$ cat config.mk
export PLATFORM = sky130hd
export DESIGN_NAME = touch_detect
export DESIGN_NICKNAME = d
export VERILOG_FILES = /design/src/pkg/touch_pkg.sv /design/src/verilog/stream_tx.sv /design/src/verilog/touch_detect.sv
export VERILOG_INCLUDE_DIRS = /design/src /design/src/pkg
export SDC_FILE = /design/constraint.sdc
export NUM_CORES = 1
export LEC_CHECK = 0
export ABC_AREA = 1
export BUFFER_PORTS_ARGS = -buffer_cell sky130_fd_sc_hd__buf_2
export CORE_MARGIN = 1
export CORE_UTILIZATION = 56
export DETAILED_ROUTE_END_ITERATION = 10
export GPL_TIMING_DRIVEN = 0
export PLACE_DENSITY_LB_ADDON = 0.08
export SETUP_SLACK_MARGIN = 0.05
export SYNTH_ARGS = -nofsm -noshare
export SYNTH_HDL_FRONTEND = slang
export SYNTH_SLANG_ARGS = --single-unit
$ cat constraint.sdc
create_clock -name pclk -period 3.1 [get_ports pclk]
set_clock_uncertainty 0.1 [all_clocks]
set_input_delay 0 -clock pclk [delete_from_list [all_inputs] [get_ports pclk]]
set_output_delay 0 -clock pclk [all_outputs]
set_load 0.01 [all_outputs]
$ cat src/pkg/touch_regs.svh
// Constants for the touch detect and stream block
`ifndef TOUCH_REGS_SVH
`define TOUCH_REGS_SVH
`define CFG_OFFSET 8'h00
`define STATUS_OFFSET 8'h04
`define COUNTS_OFFSET 8'h08
`define BITPER_OFFSET 8'h0C
`define CFG_WIDTH 11
`define CFG_RESET 11'h400
`define CFG_TSEL_LSB 0
`define CFG_PSEL_LSB 3
`define CFG_HALT_LSB 5
`define CFG_STREAM_BIT 7
`define CFG_SHORT_BIT 8
`define CFG_CTRL_OUT_BIT 9
`define CFG_ACT_HIGH_BIT 10
`define STATUS_FAULT_BIT 3
`define BITPER_RESET 16'h0064
`define START_CYC_RESET 16'h00C8
`define TOUCH_CONFIRM 2'h2
`define PROX_CONFIRM 3'h6
`define REL_SHIFT 1
`define FILT_SHIFT 4
`define SYNC_BYTE 8'hAA
`define BYTES_SHORT 4'h5
`define BYTES_LONG 4'h8
`define CLK_HZ 64'd250000000
`define HALT_A_S 64'd18
`define HALT_B_S 64'd60
`define HALT_C_S 64'd3
`endif

$ cat src/pkg/touch_pkg.sv
// Types shared by the touch detect and stream block
package touch_pkg;
  typedef logic [15:0] count_t;
  typedef enum logic [4:0] {
    TX_IDLE = 5'h01,
    TX_LEAD = 5'h02,
    TX_SBIT = 5'h04,
    TX_DATA = 5'h08,
    TX_STOP = 5'h10
  } tx_state_t;
endpackage : touch_pkg

$ cat src/verilog/stream_tx.sv
// One-wire frame transmitter for the debug stream
`timescale 1ns/1ps
`include "touch_regs.svh"
module stream_tx import touch_pkg::*; #(
  parameter logic [15:0] START_CYC = `START_CYC_RESET
) (
  // Clock and reset
  input wire logic pclk,
  input wire logic presetn,
  // Frame request
  input wire logic start,
  input wire logic long_frame,
  input wire logic [63:0] frame,
  input wire logic [15:0] bit_period,
  // Line
  output logic line,
  output logic busy
);
  tx_state_t state_reg;
  logic [15:0] timer_reg;
  logic [2:0] bit_reg;
  logic [3:0] byte_reg;
  logic [3:0] last_reg;
  logic [7:0] shift_reg;
  logic [63:0] frame_reg;
  logic bit_done;
  logic lead_done;

  assign bit_done = (timer_reg == 16'(bit_period - 16'h0001));
  assign lead_done = (timer_reg == 16'(START_CYC - 16'h0001));

  //////////////////////////////////////////////////////////////////////
  // Sequencer
  always_ff @(posedge pclk or negedge presetn) begin
    if (!presetn) begin
      state_reg <= TX_IDLE;
      timer_reg <= 16'h0000;
      bit_reg <= 3'h0;
      byte_reg <= 4'h0;
      last_reg <= 4'h0;
      shift_reg <= 8'h00;
      frame_reg <= 64'h0;
      line <= 1'b1;
      busy <= 1'b0;
    end else begin
      timer_reg <= 16'(timer_reg + 16'h0001);
      unique case (state_reg)
        TX_IDLE: begin
          timer_reg <= 16'h0000;
          if (start) begin
            frame_reg <= frame;
            last_reg <= long_frame ? `BYTES_LONG : `BYTES_SHORT;
            byte_reg <= 4'h0;
            shift_reg <= `SYNC_BYTE;
            line <= 1'b0;
            busy <= 1'b1;
            state_reg <= TX_LEAD;
          end
        end
        TX_LEAD: if (lead_done) begin
          timer_reg <= 16'h0000;
          state_reg <= TX_SBIT;
        end
        TX_SBIT: if (bit_done) begin
          timer_reg <= 16'h0000;
          bit_reg <= 3'h0;
          line <= shift_reg[7];
          state_reg <= TX_DATA;
        end
        TX_DATA: if (bit_done) begin
          timer_reg <= 16'h0000;
          if (bit_reg == 3'h7) begin
            line <= 1'b1;
            state_reg <= TX_STOP;
          end else begin
            bit_reg <= 3'(bit_reg + 3'h1);
            shift_reg <= {shift_reg[6:0], 1'b0};
            line <= shift_reg[6];
          end
        end
        TX_STOP: if (bit_done) begin
          timer_reg <= 16'h0000;
          if (byte_reg == last_reg) begin
            busy <= 1'b0;
            state_reg <= TX_IDLE;
          end else begin
            shift_reg <= frame_reg[{byte_reg[2:0], 3'h0} +: 8];
            byte_reg <= 4'(byte_reg + 4'h1);
            line <= 1'b0;
            state_reg <= TX_SBIT;
          end
        end
      endcase
    end
  end
endmodule : stream_tx

$ cat src/verilog/touch_detect.sv
// Touch and proximity detection with debug stream and APB registers
`timescale 1ns/1ps
`include "touch_regs.svh"
module touch_detect import touch_pkg::*; #(
  parameter logic [35:0] HALT_A_CYC = 36'(`HALT_A_S * `CLK_HZ),
  parameter logic [35:0] HALT_B_CYC = 36'(`HALT_B_S * `CLK_HZ),
  parameter logic [35:0] HALT_C_CYC = 36'(`HALT_C_S * `CLK_HZ),
  parameter logic [15:0] START_CYC = `START_CYC_RESET
) (
  // Clock and reset
  input wire logic pclk,
  input wire logic presetn,
  // APB slave
  input wire logic psel,
  input wire logic penable,
  input wire logic pwrite,
  input wire logic [7:0] paddr,
  input wire logic [31:0] pwdata,
  output logic [31:0] prdata,
  output logic pready,
  output logic pslverr,
  // Measurement side
  input wire logic sample_valid,
  input wire count_t sensor_count,
  input wire logic auto_tuning_busy,
  input wire logic zoom_active,
  input wire logic [2:0] tuning_multiplier,
  input wire logic [5:0] tuning_compensation,
  // Control pin
  input wire logic ctrl_in,
  output logic ctrl_out,
  output logic ctrl_oe_n,
  // Output pin
  output logic out_pin_out,
  output logic out_pin_oe_n
);
  //////////////////////////////////////////////////////////////////////
  // Declarations
  logic [`CFG_WIDTH-1:0] cfg_reg;
  logic [15:0] bit_period_reg;
  logic fault_flag_reg;
  logic [2:0] tsel;
  logic [1:0] psel_thr;
  logic [1:0] halt_sel;
  logic stream_en;
  logic short_en;
  logic ctrl_dir_out;
  logic active_high;
  logic [8:0] touch_threshold;
  logic [8:0] release_threshold;
  logic [8:0] proximity_threshold;
  count_t long_term_average;
  logic seeded_reg;
  logic touch_reg;
  logic prox_reg;
  logic [1:0] touch_cnt_reg;
  logic [2:0] prox_cnt_reg;
  logic signed [16:0] diff;
  logic signed [16:0] below;
  logic signed [16:0] lta_sum;
  logic below_hit;
  logic above_rel;
  logic prox_hit;
  logic run;
  logic touch_enter;
  logic filter_run;
  logic ctrl_meta_reg;
  logic ctrl_sync_reg;
  logic ctrl_hold;
  logic [35:0] halt_cnt_reg;
  logic [35:0] halt_limit;
  logic fault;
  logic out_state;
  logic out_level;
  logic stream_go_reg;
  logic [7:0] frame_cnt_reg;
  logic [63:0] frame;
  logic tx_line;
  logic tx_busy;
  logic setup;
  logic access;
  logic addr_hit;
  logic [31:0] rd_mux;

  //////////////////////////////////////////////////////////////////////
  // Configuration fields
  assign tsel = cfg_reg[`CFG_TSEL_LSB +: 3];
  assign psel_thr = cfg_reg[`CFG_PSEL_LSB +: 2];
  assign halt_sel = cfg_reg[`CFG_HALT_LSB +: 2];
  assign stream_en = cfg_reg[`CFG_STREAM_BIT];
  assign short_en = cfg_reg[`CFG_SHORT_BIT];
  assign ctrl_dir_out = cfg_reg[`CFG_CTRL_OUT_BIT];
  assign active_high = cfg_reg[`CFG_ACT_HIGH_BIT];

  // Threshold tables
  always_comb begin
    unique case (tsel)
      3'h0: touch_threshold = 9'h010;
      3'h1: touch_threshold = 9'h028;
      3'h2: touch_threshold = 9'h03C;
      3'h3: touch_threshold = 9'h05A;
      3'h4: touch_threshold = 9'h082;
      3'h5: touch_threshold = 9'h0C8;
      3'h6: touch_threshold = 9'h154;
      3'h7: touch_threshold = 9'h1F4;
    endcase
  end

  always_comb begin
    unique case (psel_thr)
      2'h0: proximity_threshold = 9'h004;
      2'h1: proximity_threshold = 9'h008;
      2'h2: proximity_threshold = 9'h00C;
      2'h3: proximity_threshold = 9'h010;
    endcase
  end

  assign release_threshold = touch_threshold >> `REL_SHIFT;

  always_comb begin
    unique case (halt_sel)
      2'h0: halt_limit = 36'h0;
      2'h1: halt_limit = HALT_A_CYC;
      2'h2: halt_limit = HALT_B_CYC;
      2'h3: halt_limit = HALT_C_CYC;
    endcase
  end

  //////////////////////////////////////////////////////////////////////
  // Comparisons
  assign diff = $signed({1'b0, sensor_count}) - $signed({1'b0, long_term_average});
  assign below = $signed({1'b0, long_term_average}) - $signed({1'b0, sensor_count});
  assign below_hit = below > $signed({8'h00, touch_threshold});
  assign above_rel = diff >= $signed({8'h00, release_threshold});
  assign prox_hit = (diff > $signed({8'h00, proximity_threshold}))
    || (below > $signed({8'h00, proximity_threshold}));
  assign run = sample_valid && seeded_reg && !fault && !auto_tuning_busy;
  assign touch_enter = run && !touch_reg && below_hit
    && (touch_cnt_reg == 2'(`TOUCH_CONFIRM - 2'h1));
  assign ctrl_hold = !ctrl_dir_out && ctrl_sync_reg;
  assign filter_run = (!prox_reg || touch_reg) && !ctrl_hold;
  assign lta_sum = $signed({1'b0, long_term_average}) + (diff >>> `FILT_SHIFT);

  //////////////////////////////////////////////////////////////////////
  // Control pin synchroniser
  always_ff @(posedge pclk or negedge presetn) begin
    if (!presetn) begin
      ctrl_meta_reg <= 1'b0;
      ctrl_sync_reg <= 1'b0;
    end else begin
      ctrl_meta_reg <= ctrl_in;
      ctrl_sync_reg <= ctrl_meta_reg;
    end
  end

  //////////////////////////////////////////////////////////////////////
  // Touch state
  always_ff @(posedge pclk or negedge presetn) begin
    if (!presetn) begin
      touch_reg <= 1'b0;
      touch_cnt_reg <= 2'h0;
    end else if (fault) begin
      touch_reg <= 1'b0;
      touch_cnt_reg <= 2'h0;
    end else if (run) begin
      if (!touch_reg) begin
        if (touch_enter) begin
          touch_reg <= 1'b1;
          touch_cnt_reg <= 2'h0;
        end else if (below_hit) begin
          touch_cnt_reg <= 2'(touch_cnt_reg + 2'h1);
        end else begin
          touch_cnt_reg <= 2'h0;
        end
      end else if (above_rel) begin
        touch_reg <= 1'b0;
      end
    end
  end

  // Proximity state
  always_ff @(posedge pclk or negedge presetn) begin
    if (!presetn) begin
      prox_reg <= 1'b0;
      prox_cnt_reg <= 3'h0;
    end else if (fault) begin
      prox_reg <= 1'b0;
      prox_cnt_reg <= 3'h0;
    end else if (run) begin
      if (!prox_hit) begin
        prox_reg <= 1'b0;
        prox_cnt_reg <= 3'h0;
      end else if (prox_cnt_reg == 3'(`PROX_CONFIRM - 3'h1)) begin
        prox_reg <= 1'b1;
      end else begin
        prox_cnt_reg <= 3'(prox_cnt_reg + 3'h1);
      end
    end
  end

  // Long-term average
  always_ff @(posedge pclk or negedge presetn) begin
    if (!presetn) begin
      long_term_average <= 16'h0000;
      seeded_reg <= 1'b0;
    end else if (fault || (sample_valid && !seeded_reg)) begin
      long_term_average <= sensor_count;
      seeded_reg <= 1'b1;
    end else if (touch_enter) begin
      long_term_average <= (long_term_average < {7'h00, touch_threshold}) ? 16'h0000
        : 16'(long_term_average - {7'h00, touch_threshold});
    end else if (run && filter_run) begin
      long_term_average <= lta_sum[15:0];
    end
  end

  // Freeze timer
  always_ff @(posedge pclk or negedge presetn) begin
    if (!presetn) begin
      halt_cnt_reg <= 36'h0;
    end else if (prox_reg && !touch_reg && !ctrl_hold && !fault) begin
      halt_cnt_reg <= 36'(halt_cnt_reg + 36'h1);
    end else begin
      halt_cnt_reg <= 36'h0;
    end
  end

  assign fault = (halt_sel != 2'h0) && (halt_cnt_reg >= halt_limit);

  //////////////////////////////////////////////////////////////////////
  // Pins
  assign out_state = prox_reg || touch_reg;
  assign out_level = active_high ? out_state : !out_state;

  always_ff @(posedge pclk or negedge presetn) begin
    if (!presetn) begin
      out_pin_out <= 1'b1;
      out_pin_oe_n <= 1'b1;
      ctrl_out <= 1'b0;
      ctrl_oe_n <= 1'b1;
    end else begin
      out_pin_out <= stream_en ? tx_line : out_level;
      out_pin_oe_n <= active_high ? 1'b0 : (stream_en ? tx_line : out_level);
      ctrl_out <= out_level;
      ctrl_oe_n <= !ctrl_dir_out;
    end
  end

  //////////////////////////////////////////////////////////////////////
  // Stream launch
  always_ff @(posedge pclk or negedge presetn) begin
    if (!presetn) begin
      stream_go_reg <= 1'b0;
      frame_cnt_reg <= 8'h00;
    end else begin
      stream_go_reg <= sample_valid && stream_en && !tx_busy;
      if (stream_go_reg) begin
        frame_cnt_reg <= 8'(frame_cnt_reg + 8'h01);
      end
    end
  end

  assign frame = {frame_cnt_reg,
    2'b00, tuning_compensation[5], tsel, psel_thr,
    tuning_multiplier, tuning_compensation[4:0],
    auto_tuning_busy, prox_reg, touch_reg, out_state, 1'b0, zoom_active, 2'b00,
    long_term_average[7:0], long_term_average[15:8],
    sensor_count[7:0], sensor_count[15:8]};

  stream_tx #(
    .START_CYC(START_CYC)
  ) u_tx (
    .pclk(pclk),
    .presetn(presetn),
    .start(stream_go_reg),
    .long_frame(!short_en),
    .frame(frame),
    .bit_period(bit_period_reg),
    .line(tx_line),
    .busy(tx_busy)
  );

  //////////////////////////////////////////////////////////////////////
  // APB slave
  assign setup = psel && !penable;
  assign access = psel && penable && pready;
  assign addr_hit = (paddr == `CFG_OFFSET) || (paddr == `STATUS_OFFSET)
    || (paddr == `COUNTS_OFFSET) || (paddr == `BITPER_OFFSET);

  always_comb begin
    rd_mux = 32'h0000_0000;
    unique case (paddr)
      `CFG_OFFSET: rd_mux = {21'h0, cfg_reg};
      `STATUS_OFFSET: rd_mux = {26'h0, tx_busy, seeded_reg, fault_flag_reg,
        out_state, touch_reg, prox_reg};
      `COUNTS_OFFSET: rd_mux = {long_term_average, sensor_count};
      `BITPER_OFFSET: rd_mux = {16'h0, bit_period_reg};
      default: rd_mux = 32'h0000_0000;
    endcase
  end

  always_ff @(posedge pclk or negedge presetn) begin
    if (!presetn) begin
      pready <= 1'b0;
      prdata <= 32'h0000_0000;
      pslverr <= 1'b0;
    end else begin
      pready <= setup;
      if (setup) begin
        prdata <= pwrite ? 32'h0000_0000 : rd_mux;
        pslverr <= !addr_hit;
      end
    end
  end

  always_ff @(posedge pclk or negedge presetn) begin
    if (!presetn) begin
      cfg_reg <= `CFG_RESET;
      bit_period_reg <= `BITPER_RESET;
    end else if (access && pwrite) begin
      if (paddr == `CFG_OFFSET) begin
        cfg_reg <= pwdata[`CFG_WIDTH-1:0];
      end
      if (paddr == `BITPER_OFFSET) begin
        bit_period_reg <= (pwdata[15:0] == 16'h0000) ? 16'h0001 : pwdata[15:0];
      end
    end
  end

  // Sticky fault flag, set wins over write-one clear
  always_ff @(posedge pclk or negedge presetn) begin
    if (!presetn) begin
      fault_flag_reg <= 1'b0;
    end else if (fault) begin
      fault_flag_reg <= 1'b1;
    end else if (access && pwrite && paddr == `STATUS_OFFSET
        && pwdata[`STATUS_FAULT_BIT]) begin
      fault_flag_reg <= 1'b0;
    end
  end
endmodule : touch_detect

* Yosys cells after proc, flatten, opt, wreduce, memory -nomap -nowiden *
Memories as Yosys holds them, arrays and structs flattened.
Cells that the tools add are included.

word-level totals
  register bits = 238
  output and inout port bits = 38
  word-level logic and storage cells = 217
  ROM bits = 64
  memories kept = 1

memory list
  memory           words  width  rd ports  clocked after memory_dff  write ports  line                RTL
  (no name shown)  8      8      1         0                         0            touch_detect.sv:97  unique case (tsel)

cells by class
  mux-type cells = 70
  $lt $le $gt $ge = 6
  reductions and logical operators = 65
  equality and inequality tests = 32
  add/subtract/negate cells = 12
  shift operators = 1

operators by type and width
  cell                     number
  $pmux W36 S4             1
  $pmux W32 S4             1
  $mux W16                 7
  $shiftx A64 B7 Y8        1
  $gt A17 B10 Y1           3
  $pmux W16 S3             1
  $mux W8                  5
  $add A36 B1 Y36 const B  1
  $ge A36 B36 Y1           1
  $mux W36                 1
  $pmux W9 S4              1
  $sub A16 B16 Y17         2
  $mux W32                 1
  $mux W5                  6
  $pmux W5 S5              1
  $mux W3                  8
  $pmux W8 S3              1
  $mux W1                  23
  $logic_and A1 B1 Y1      22
  $reduce_and A6 Y1        3
  $ge A17 B9 Y1            1
  $add A16 B1 Y16 const B  1
  $add A16 B13 Y16         1
  $eq A16 B16 Y1           1
  40 further kinds         92

* Logic depth before layout (Yosys ltp) *
  depth after elaboration = 14
  mapped depth = 27

* By module *
From an unflattened synthesis, not the netlist that was laid out.

unflattened totals
  cell total of the unflattened synthesis = 2334
  area, all modules = 16897.5 um^2

by module, submodules not included
  module        instances  sequential area each (um^2)  area each (um^2)  cells each
  touch_detect  1          3437.0                       11179.5           1548
  stream_tx     1          2605.0                       5718.0            786

* Worst setup path before layout *
Ideal clock, no wire load.

  path kind = reg-to-reg
  start = reg long_term_average[1]
  end = reg long_term_average[10]
  slack = -0.112 ns
  library setup time = 0.117 ns
  required time = 2.883 ns
  clock period less this slack = 3.212 ns
  cell stages (with the launch flop) = 22
  arrival time = 2.995 ns
  path through = dfrtp_1 -> inv_1 -> fa_1 -> nand3_1 -> nand3_1 -> xor2_1 -> ha_1 -> fa_1 -> nand3_1 -> nand2_1 -> a21oi_1 -> o21bai_1 -> nand3_1 -> nand2_1 -> nand3_1 -> nand2_1 -> nand2_1 -> nand2_1 -> nand3_1 -> nand3_1 -> nand2_1 -> nand2_1

between the ends
  longest elaborated chain between the ends = 6

RTL lines
  item                              line                 RTL
  from (decl)                       touch_detect.sv:52   count_t long_term_average;
  from (signal assigned)            touch_detect.sv:207  long_term_average <= sensor_count;
  from (signal assigned)            touch_detect.sv:210  long_term_average <= (long_term_average < {7'h00, touch_threshold}) ? 16'h0000
  from (signal assigned)            touch_detect.sv:213  long_term_average <= lta_sum[15:0];
  $sub A16 B16 Y17                  touch_detect.sv:132  assign below = $signed({1'b0, long_term_average}) - $signed({1'b0, sensor_count});
  $gt A17 B10 Y1                    touch_detect.sv:133  assign below_hit = below > $signed({8'h00, touch_threshold});
  $logic_and A1 B1 Y1 (2 in a row)  touch_detect.sv:138  assign touch_enter = run && !touch_reg && below_hit
  $mux W16                          touch_detect.sv:209  end else if (touch_enter) begin
  $mux W16                          touch_detect.sv:206  end else if (fault || (sample_valid && !seeded_reg)) begin

Parallel ways exist; a longest one is shown, timed or not. The select of a mux whose other input is x is not followed.
A chain may end at the register's enable or synchronous reset.

* Final worst setup path *
  start = reg long_term_average[0]
  end = reg long_term_average[13]

Same word-level chain as after synthesis.

==> results.cfg <==
[grt]
grt_max_degree = 120
met2_usage_pct = 61.3
grt_pass1_vias = 15800
grtUsageTotal_pct = 36.9
grtUsageMet1_pct = 48.4
overflow = 0
grt_pass1_wl_um = 86800
grt.busiest_layer = met2
grt.met3_usage_pct = 3.95
antenna_found_initial = 0

[worst_setup_path]
worstPathMaxFanout = 10
startpoint_type = register
cp.arrival_ns = 3.84
worstSetupPathType = reg2reg
endpoint_kind = register
worstPathRequired_ns = 3.43
r2r_start = long_term_average[0]
crit_start = long_term_average[0]

[sta]
hold_slack_ns = 0.0305
finalHoldViolCount = 0
worst_slew_pin_slew_ns = 0.898
period_minus_slack_ns = 3.51
report.final.slew_viol_count = 0
fin_ws_ns = -0.409
setup_viol = 22
relSlewSlack_pct = 40.2
post-route-period-util_pct = 113
rsz0062_at_grt = yes
fmax_ghz = 0.285

[clock_tree]
cts_max_level = 1
root_buffer = clkbuf_16
cts_made_buffers = 27
clock_latency_ns = 0.56
clock-sinks = 236
path_clk_slew_ns = 0.07
clockBufferDepth = 3
cts_tree = done

[yosys]
synth_top_flop_cell = dfrtp_1
synth_most_common_cell = nand2_1
synth.top_cell.area_share_pct = 34.4
yosysSeqAreaShare_pct = 35.8
synth-edff-count = 0
yosysWarnings = 0
avgSynthCellArea_um2 = 7.45
ys_async_sr_fraction_pct = 100
synth_nets = 2420
syn-cell-area_um2 = 16500
synth_common_cells = 563 x nand2_1, 259 x inv_1, 227 x dfrtp_1
ys_ff_latch = 236
synth.area.top_cells = dfrtp_1 34%, nand2_1 13%, ha_1 9.3%
yosysUniqueCellTypes = 56
yosysTopAreaCell = dfrtp_1
synth_cells = 2219

[detailed_routing]
wire_per_inst_um = 19.6
route.vias.total = 16600
viasPerCell = 5.78
drtIter0Drc = 1489
drc = 0
final_antenna_net_count = 0
wirelength_um = 56200
first_pass_iters = 6

[job]
cap_viol_max_count = 0

[finish]
layout.nets = 2662
syn2layout_area_growth_pct = 23.6
largest_reg_flops = 59
layout-drive-gt1-share_pct = 19.2
fin_area_um2 = 20400
nFillCells = 2395

[place]
gp_congestion = 0.979
io_buffers = 95
dpl.hpwl_um = 41900
placed_area_um2 = 17600
pre_cts_ws_ns = -0.998

[floorplanning]
core-area_um2 = 28900
die_x_um = 174
row_count = 62
die_h_um = 174
dieArea_um2 = 30200
io_pins = 112
start_util_pct = 57.3

[power]
p_leak_nw = 10.1
ir_drop_uv = 814
p_per_area_nw_per_um2 = 802

[status]
outcome = finished, violations left
violations = negative setup slack

[hold_path]
hp-class = in2async
-- worst max-delay path, cell delays in order, from the launching register on --
cell and delay [ns]:
dfrtp_1 0.39, inv_2 0.08, ha_4 0.15, inv_4 0.04, fa_2 0.44, nand3_2 0.12
nand3_4 0.10, xor2_4 0.21, ha_4 0.28, nand2_1 0.04, o21bai_1 0.15, nand2_1 0.07
nand2_1 0.05, nand2_1 0.06, a21oi_2 0.06, nor2_2 0.14, nor2_2 0.06, nand2_2 0.08
nand3_4 0.12, buf_4 0.17, buf_6 0.14, nand3_1 0.11, nand3_1 0.10, nand2_1 0.07
nand2_1 0.05
-- layout by cell type, fill, tap and decap left out, types with 53 or more instances in the layout --
cell type,netlist,layout
nand3_1,170,145
dfrtp_1,227,211
buf_2,10,99
xor2_1,71,64
inv_1,259,246
nand2_1,563,530
nor2_1,224,219
ha_1,123,100
dlygate4sd3_1,0,53
o21ai_0,137,134
buf_4,1,59
-- worst paths after layout --
kind	slack (ns)	cells after the start	to
max reg2reg	-0.41	24	long_term_average[13]
max	-0.41	24	long_term_average[13]
min	0.03	2	halt_cnt_reg[29]
max in group asynchronous	1.69	3	long_term_average[12]
min reg2reg	0.30	0	ctrl_sync_reg
min in group pclk	0.04	6	prdata[9]
-- per-layer routing --
layer,up-vias,routed length [um]
met2,782,26200
li1,7760,-
met4,0,2970
met1,7853,22600
met3,171,4440
met5,-,0
-- stage by stage --
stage                     power (mW)  instances  util, %  setup TNS, ns
after global routing            17.4       2865     70.8         -11.13
after CTS                       15.6       2845     69.1          -5.70
after detailed placement        10.8       2699     60.9         -24.74
final                           16.4       2866     70.8          -7.40
after floorplan                 8.76       2219        -              0
after global placement          10.7       2698     60.8        -526.67
-- kinds of logic after synthesis --
group           after synthesis  share of synthesized area, %
simple gates               1103                          29.1
xor+xnor                    100                          5.30
fa+ha+maj                   127                          9.79
flops                       236                          35.8
compound gates              303                          11.1
buf+inv                     335                          7.87
mux                          15                          1.01
-- timing repair --
| action | in CTS | in global routing |
|---|---|---|
| buffers inserted | 43 | 19 |
| hold endpoints to repair | 210 | 0 |
| hold buffers | 53 | 0 |
| endpoints found under the setup margin | 60 | 84 |
| cloned | 1 | 2 |
| gates resized for setup | 130 | 85 |
| pin swaps | 20 | 34 |
-- power by group --
part | switching, mW | internal (mW) | total, mW
combinational | 5.63 | 3.71 | 9.34
clock | 1.38 | 2.10 | 3.48
sequential | 0.294 | 3.27 | 3.57
-- layout make-up --
| cell class | count | area (um2) | area share (%) |
|---|---|---|---|
| clock inverter | 15 | 225 | 1.10 |
| clock buffer | 34 | 732 | 3.58 |
| antenna | 1 | 2.50 | 0.0122 |
| sequential | 236 | 5940 | 29.1 |
| multi-input combinational | 1648 | 10100 | 49.3 |
| inverter | 278 | 1060 | 5.20 |
| timing repair buffer | 214 | 1600 | 7.85 |
| tap | 384 | 480 | 2.35 |
| buffer | 56 | 322 | 1.57 |
Note: power is estimated with default switching activity, not from simulation.
